===== config.mk =====
export PLATFORM = sky130hd
export DESIGN_NAME = rpps_reset_pin_port
export DESIGN_NICKNAME = d
export VERILOG_FILES = /design/src/logic/rpps_reset_pin_port.v
export VERILOG_INCLUDE_DIRS = /design/src /design/src/logic
export SDC_FILE = /design/constraint.sdc
export NUM_CORES = 1
export LEC_CHECK = 0
export ABC_CLOCK_PERIOD_IN_PS = 2700
export BUFFER_PORTS_ARGS = -buffer_cell sky130_fd_sc_hd__clkbuf_2
export CAP_MARGIN = 20
export CORE_AREA = 5 5 42 44
export CTS_BUF_LIST = sky130_fd_sc_hd__clkbuf_4 sky130_fd_sc_hd__clkbuf_8
export DETAILED_ROUTE_END_ITERATION = 10
export DIE_AREA = 0 0 47 49
export PLACE_DENSITY_LB_ADDON = 0.05
export SYNTH_ARGS = -nofsm -noshare
export SYNTH_HDL_FRONTEND = slang
export SYNTH_SLANG_ARGS = --single-unit

===== constraint.sdc =====
create_clock -name core_clk -period 2.7 [get_ports core_clk]
set_clock_uncertainty 0.2 [all_clocks]
set_input_delay 0.405 -clock core_clk [delete_from_list [all_inputs] [get_ports core_clk]]
set_output_delay 0.405 -clock core_clk [all_outputs]
set_load 0.05 [all_outputs]

===== src/logic/rpps_defines.vh =====
/*
 Constants for the shared reset/port pin block: variant codes, field
 positions and timing counts. Assumes inclusion by rpps_reset_pin_port.v only.
*/
`ifndef RPPS_DEFINES_VH
`define RPPS_DEFINES_VH

// Device variant codes
`define RPPS_VARIANT_A          1'b0
`define RPPS_VARIANT_B          1'b1

// Option byte field: 1 selects reset function on the shared pin
`define RPPS_OPT_RESET_BIT      0

// Pull-up option register 3 field for the shared pin
`define RPPS_PU3_SHARED_BIT     4

// Option read window end count; the window lasts this plus one core_clk cycles before internal reset release
`define RPPS_OPT_READ_CYCLES    4'h4

// Read sequencer states
`define RPPS_ST_HOLD            2'h0
`define RPPS_ST_READ            2'h1
`define RPPS_ST_RUN             2'h2

`endif


===== src/logic/rpps_reset_pin_port.v =====
/*
 Pin state and function selection for the shared reset/input port pin and
 the reset-time pulls of port2_pin2 and port2_pin3.
 Assumes a core_clk at 125 MHz, an asynchronous active-low arst_n from the
 power-on clear, and a nonvolatile option byte that is stable once read.
*/
// Summary of operation
// RULE1: Variant A pulls down crystal/analog pins port2_pin2, port2_pin3 during reset.
// RULE2: Variant B pulls down port2_pin2 and port2_pin3 (ext clock) during reset.
// RULE3: Shared pin is pulled up during reset by reset function and power-on clear.
// RULE4: Option byte picks reset input or input port; port use disables external reset.
// RULE5: Option byte read after release; low shared pin before read keeps reset.
// RULE6: Variant B port mode: pull-up on shared pin when register 3 bit 4 set.
// RULE7: Reset mode: low shared pin holds internal logic in reset while low.
`timescale 1ns/10ps
`include "rpps_defines.vh"

module rpps_reset_pin_port (
    core_clk,
    arst_n,
    variantSel,
    optionByte,
    pullupOptionReg3,
    sharedPinIn,
    optReadStart,
    sysReset_n,
    optionValid,
    sharedIsPort,
    sharedPortData,
    sharedPullupOn,
    port2Pin2PulldownOn,
    port2Pin3PulldownOn
);
    input  wire       core_clk;
    input  wire       arst_n;
    input  wire       variantSel;
    input  wire [7:0] optionByte;
    input  wire [7:0] pullupOptionReg3;
    input  wire       sharedPinIn;
    output wire       optReadStart;
    output wire       sysReset_n;
    output reg        optionValid;
    output reg        sharedIsPort;
    output reg        sharedPortData;
    output wire       sharedPullupOn;
    output wire       port2Pin2PulldownOn;
    output wire       port2Pin3PulldownOn;

    reg        pinMeta;
    reg        pinSync;
    reg [1:0]  state;
    reg [1:0]  next_state;
    reg [3:0]  readCount;
    reg [3:0]  next_readCount;
    reg        resetMode;
    reg        next_resetMode;
    reg        next_sharedIsPort;
    reg        next_optionValid;
    reg        next_sharedPortData;
    wire       readDone;
    wire       latchOption;
    wire       optResetSel;
    wire       portPullReq;
    wire [1:0] pulldownVec;

    genvar     g;

    // True in the option read window
    function inRead;
        input [1:0] st;
        begin
            inRead = (st == `RPPS_ST_READ);
        end
    endfunction

    // True once the core runs
    function inRun;
        input [1:0] st;
        begin
            inRun = (st == `RPPS_ST_RUN);
        end
    endfunction

    // Two-flop synchroniser for the pin
    always @(posedge core_clk or negedge arst_n) begin
        if (!arst_n) begin
            pinMeta <= 1'b1;
            pinSync <= 1'b1;
        end else begin
            pinMeta <= sharedPinIn;
            pinSync <= pinMeta;
        end
    end

    // Read window end and option capture point
    assign readDone    = inRead(state) && (readCount == `RPPS_OPT_READ_CYCLES);
    assign latchOption = readDone && pinSync; // [RULE5]
    assign optResetSel = optionByte[`RPPS_OPT_RESET_BIT];

    // Sequencer: hold, read option byte, run
    always @* begin
        next_state = state;
        case (state)
            `RPPS_ST_HOLD: begin
                if (pinSync)
                    next_state = `RPPS_ST_READ;
            end
            `RPPS_ST_READ: begin
                if (!pinSync)
                    next_state = `RPPS_ST_HOLD; // [RULE5]
                else if (readDone)
                    next_state = `RPPS_ST_RUN;
            end
            `RPPS_ST_RUN: begin
                if (resetMode && !pinSync)
                    next_state = `RPPS_ST_HOLD; // [RULE7]
            end
            default: next_state = `RPPS_ST_HOLD;
        endcase
    end

    // Read window counter, cleared outside the window
    always @* begin
        next_readCount = 4'h0;
        if (inRead(state) && pinSync && !readDone)
            next_readCount = readCount + 4'h1;
    end

    // Option capture at end of read window
    always @* begin
        next_resetMode    = resetMode;
        next_sharedIsPort = sharedIsPort;
        next_optionValid  = optionValid;
        if (latchOption) begin
            next_resetMode    = optResetSel;  // [RULE4]
            next_sharedIsPort = ~optResetSel; // [RULE4]
            next_optionValid  = 1'b1;
        end
    end

    // Port data only in port mode
    always @* begin
        next_sharedPortData = 1'b1;
        if (sharedIsPort)
            next_sharedPortData = pinSync;
    end

    // State register
    always @(posedge core_clk or negedge arst_n) begin
        if (!arst_n) begin
            state <= `RPPS_ST_HOLD;
        end else begin
            state <= next_state;
        end
    end

    // Read window count register
    always @(posedge core_clk or negedge arst_n) begin
        if (!arst_n) begin
            readCount <= 4'h0;
        end else begin
            readCount <= next_readCount;
        end
    end

    // Option registers
    always @(posedge core_clk or negedge arst_n) begin
        if (!arst_n) begin
            resetMode    <= 1'b1;
            sharedIsPort <= 1'b0;
            optionValid  <= 1'b0;
        end else begin
            resetMode    <= next_resetMode;
            sharedIsPort <= next_sharedIsPort;
            optionValid  <= next_optionValid;
        end
    end

    // Port data register
    always @(posedge core_clk or negedge arst_n) begin
        if (!arst_n) begin
            sharedPortData <= 1'b1;
        end else begin
            sharedPortData <= next_sharedPortData;
        end
    end

    assign optReadStart = inRead(state);
    // Internal reset until option read; port mode ignores the pin [RULE4]
    assign sysReset_n = inRun(state);

    // Software pull-up request in port mode [RULE6]
    assign portPullReq = (variantSel == `RPPS_VARIANT_B) &
        pullupOptionReg3[`RPPS_PU3_SHARED_BIT];
    // Pull-up through reset function until port mode chosen [RULE3] [RULE6]
    assign sharedPullupOn = sharedIsPort ? portPullReq : 1'b1;

    // Pull-downs on port2 pins while in reset
    generate
        for (g = 0; g < 2; g = g + 1) begin : gPulldown
            assign pulldownVec[g] = !sysReset_n; // [RULE1] [RULE2]
        end
    endgenerate

    assign port2Pin2PulldownOn = pulldownVec[0];
    assign port2Pin3PulldownOn = pulldownVec[1];

endmodule // rpps_reset_pin_port


==> impl_metrics.py <==
metrics = {
    "outcome": {
        "status": "finished, final reports clean",
    },
    "worst_setup_path": {
        "path_buf_inv": 2,
        "arrival_ns": 1.19,
        "max_stage_delay_ns": 0.40,
        "critPathTopFamily": "flip-flops",
        "crit_chain": "nand2b_1 -> inv_1 -> clkbuf_2",
        "r2r_start": "readCount[0]$_DFF_PN0_",
        "ff2ff_path_depth": 5,
        "r2r-end": "resetMode$_DFFE_PN1P_",
        "rrSetupSlack_ns": 1.16,
        "endpoint_kind": "output port",
        "setup.worst_path.start": "inRead.st[0]$_DFFE_PN0P_",
        "start_kind": "register",
        "worstPathRequired_ns": 2.10,
        "critPathKind": "register to output port",
        "critPathSlowestCell": "dfrtp_1",
        "crit_fanout": 4,
    },
    "timing": {
        "final_max_slew_viol_count": 0,
        "setup_ws_ns": 0.900,
        "rsz0062_at_grt": "false",
        "hold_viol": 0,
        "tns_ns": 0,
        "relSlewSlack_pct": 80.6,
        "fin_crit_sh_pct": 66.7,
        "fmax_ghz": 0.556,
        "period_minus_slack_ns": 1.80,
        "setup_viol": 0,
        "worst_slew_pin_slew_ns": 0.292,
    },
    "drt": {
        "via_count": 335,
        "detail-route-antenna-nets": 0,
        "drt_pass1_iterations": 2,
        "wl_per_cell_um": 12.2,
        "drc": 0,
        "wl_um": 918,
        "first_iter_violations": 2,
        "viasPerCell": 4.47,
    },
    "finish": {
        "layout_commonest_cell": "clkbuf_2",
        "nets": 83,
        "synthToLayoutAreaGrowth_pct": 21.4,
        "fill_cells": 135,
        "final_cell_mix": "clkbuf_2, dfrtp_1, inv_1, nor2_1, dfstp_2",
        "drive_gt1_share_pct": 40.7,
        "antenna_cells": 0,
    },
    "synth": {
        "synth-xor-area-share_pct": 3.40,
        "synth_compound_area_share_pct": 4.61,
        "ys_ff_latch": 12,
        "synth_area_um2": 515,
        "synthAdderAreaFrac_pct": 4.85,
        "ys_warn_count": 0,
        "synth-simple-area-share_pct": 20.6,
        "synth_cells": 43,
        "seq_area_frac_synth_pct": 59.2,
        "yosys-top-cells-area": "dfrtp_1, dfstp_2, ha_1",
        "syn_avg_cell_area_um2": 12.0,
        "synth_top_area_share_pct": 38.8,
        "syn_nets": 65,
        "yosysUniqueCellTypes": 20,
        "synth_top_family_by_area": "simple AND/OR/NAND/NOR gates",
        "yosys-mux-area-fraction_pct": 2.91,
        "yosys.area.top_type": "dfrtp_1",
    },
    "worst_hold_path": {
        "min_from": "sharedPinIn",
        "hold_class": "input port to register",
        "holdPathEnd": "pinMeta$_DFF_PN1_",
        "hold_depth": 1,
    },
    "power": {
        "switchingPower_mw": 0.103,
        "p_per_area_nw_per_um2": 580,
        "p_comb_share_pct": 16.0,
        "ir_drop_v": 0.000325,
        "total_power_mw": 0.363,
        "p_int_mw": 0.260,
        "leakage_nw": 0.319,
        "seqPwrFrac_pct": 54.5,
        "clock_power_share_pct": 29.5,
        "switching_share_pct": 28.4,
    },
    "clock_tree": {
        "ctsResizeCount": 0,
        "cts_root_buf": "clkbuf_4",
        "clk_latency_ns": 0.27,
        "cts.sinks": 12,
        "cts_buffers": 3,
        "cts_tree": "done",
        "htreeDepth": 1,
        "clk_pin_slew_ns": 0.07,
        "cts_buffer_depth": 2,
        "post-cts-setup-buffer-count": 0,
        "hold_buffers": 1,
    },
    "grt": {
        "grt_max_degree": 13,
        "antenna_found_initial": 0,
        "grt_pass1_vias": 383,
        "grtUsageTotal_pct": 9.40,
        "grt_pass1_wl_um": 1540,
        "grtUsageMet2_pct": 13.8,
        "met1_usage_pct": 11.4,
        "grt-busiest-layer": "met2",
        "use_met3_pct": 2.21,
        "grt_overflow": 0,
    },
    "floorplan": {
        "fp.dieH_um": 49,
        "die-area_um2": 2300,
        "initial_utilization_pct": 36.8,
        "die_x_um": 47,
        "rows": 14,
        "core_um2": 1400,
        "io_pins": 28,
    },
    "placed_design": {
        "portBuffers": 13,
        "place_hpwl_um": 701,
        "place_ws_ns": 1.17,
        "gp_congestion": 0.701,
    },
    "job": {
        "drv_cap": 0,
    },
}
[metrics by stage]
stage	instances	area, um2	utilization (%)	hold slack (ns)
6_report	75	626	44.6	0.0127
5_1_grt	75	626	44.6	0.0122
4_1_cts	75	626	44.6	0.0115
3_5_place_dp	71	593	42.3	0.103
3_3_place_gp	71	593	42.3	0.0975
2_1_floorplan	43	515	-	-0.0906
[state kept, by name (all words and copies together) (netlist names)]
name,flops
inRead.st,2
optionValid,1
pinMeta,1
pinSync,1
readCount,4
resetMode,1
sharedIsPort,1
sharedPortData,1
[synth_stat cells]
library cell / instances
nand2_1: 2
dfstp_2: 4
o22ai_1: 1
o31ai_1: 1
ha_1: 2
and2b_1: 2
mux2_4: 1
nand3b_1: 1
nand2b_1: 3
inv_1: 4
or2_2: 1
nand3_1: 2
xnor2_1: 1
xor2_1: 1
nor2_1: 4
nor2_2: 1
buf_4: 1
o21ai_0: 2
dfrtp_1: 8
nand3b_4: 1
[per-layer routing]
layer / share of wire (%) / vias to the layer above / routed length [um]
li1: - / 169 / -
met1: 43 / 153 / 398
met2: 47 / 9 / 435
met3: 6.8 / 4 / 62
met4: 2.3 / 0 / 21
met5: 0 / - / 0
[how the worst max path moves through the flow]
| stage | end | slack, ns | cells past startpoint |
|---|---|---|---|
| after floorplan | sysReset_n | 0.84 | 2 |
| after global placement | sysReset_n | 1.20 | 3 |
| after detailed placement | resetMode$_DFFE_PN1P_ | 1.17 | 5 |
| after CTS | sysReset_n | 0.90 | 3 |
| after global routing | sysReset_n | 0.83 | 3 |
| final | sysReset_n | 0.90 | 3 |
[power by group through the flow]
| stage | Sequential (mW) | Clock, mW | Combinational [mW] |
|---|---|---|---|
| floorplan | 0.208 | 0 | 0.0328 |
| global placement | 0.201 | 0 | 0.0564 |
| detailed placement | 0.201 | 0 | 0.0575 |
| CTS | 0.198 | 0.109 | 0.0589 |
| global route | 0.199 | 0.118 | 0.0631 |
| finish | 0.198 | 0.107 | 0.0579 |
[final cells by class]
| class | count | area, um2 | share of cell area, % |
|---|---|---|---|
| Multi-Input combinational cell | 26 | 188 | 30.0 |
| Timing Repair Buffer | 14 | 75.1 | 12.0 |
| Clock buffer | 3 | 22.5 | 3.60 |
| Tap cell | 16 | 20.0 | 3.20 |
| Inverter | 4 | 15.0 | 2.40 |
| Sequential cell | 12 | 305 | 48.8 |
[cell families after synthesis]
kind of cell | after synthesis
buf+inv | 5
compound gates | 4
mux | 1
flops | 12
fa+ha+maj | 2
xor+xnor | 2
simple gates | 17
Note: power is estimated with default switching activity, not from simulation.
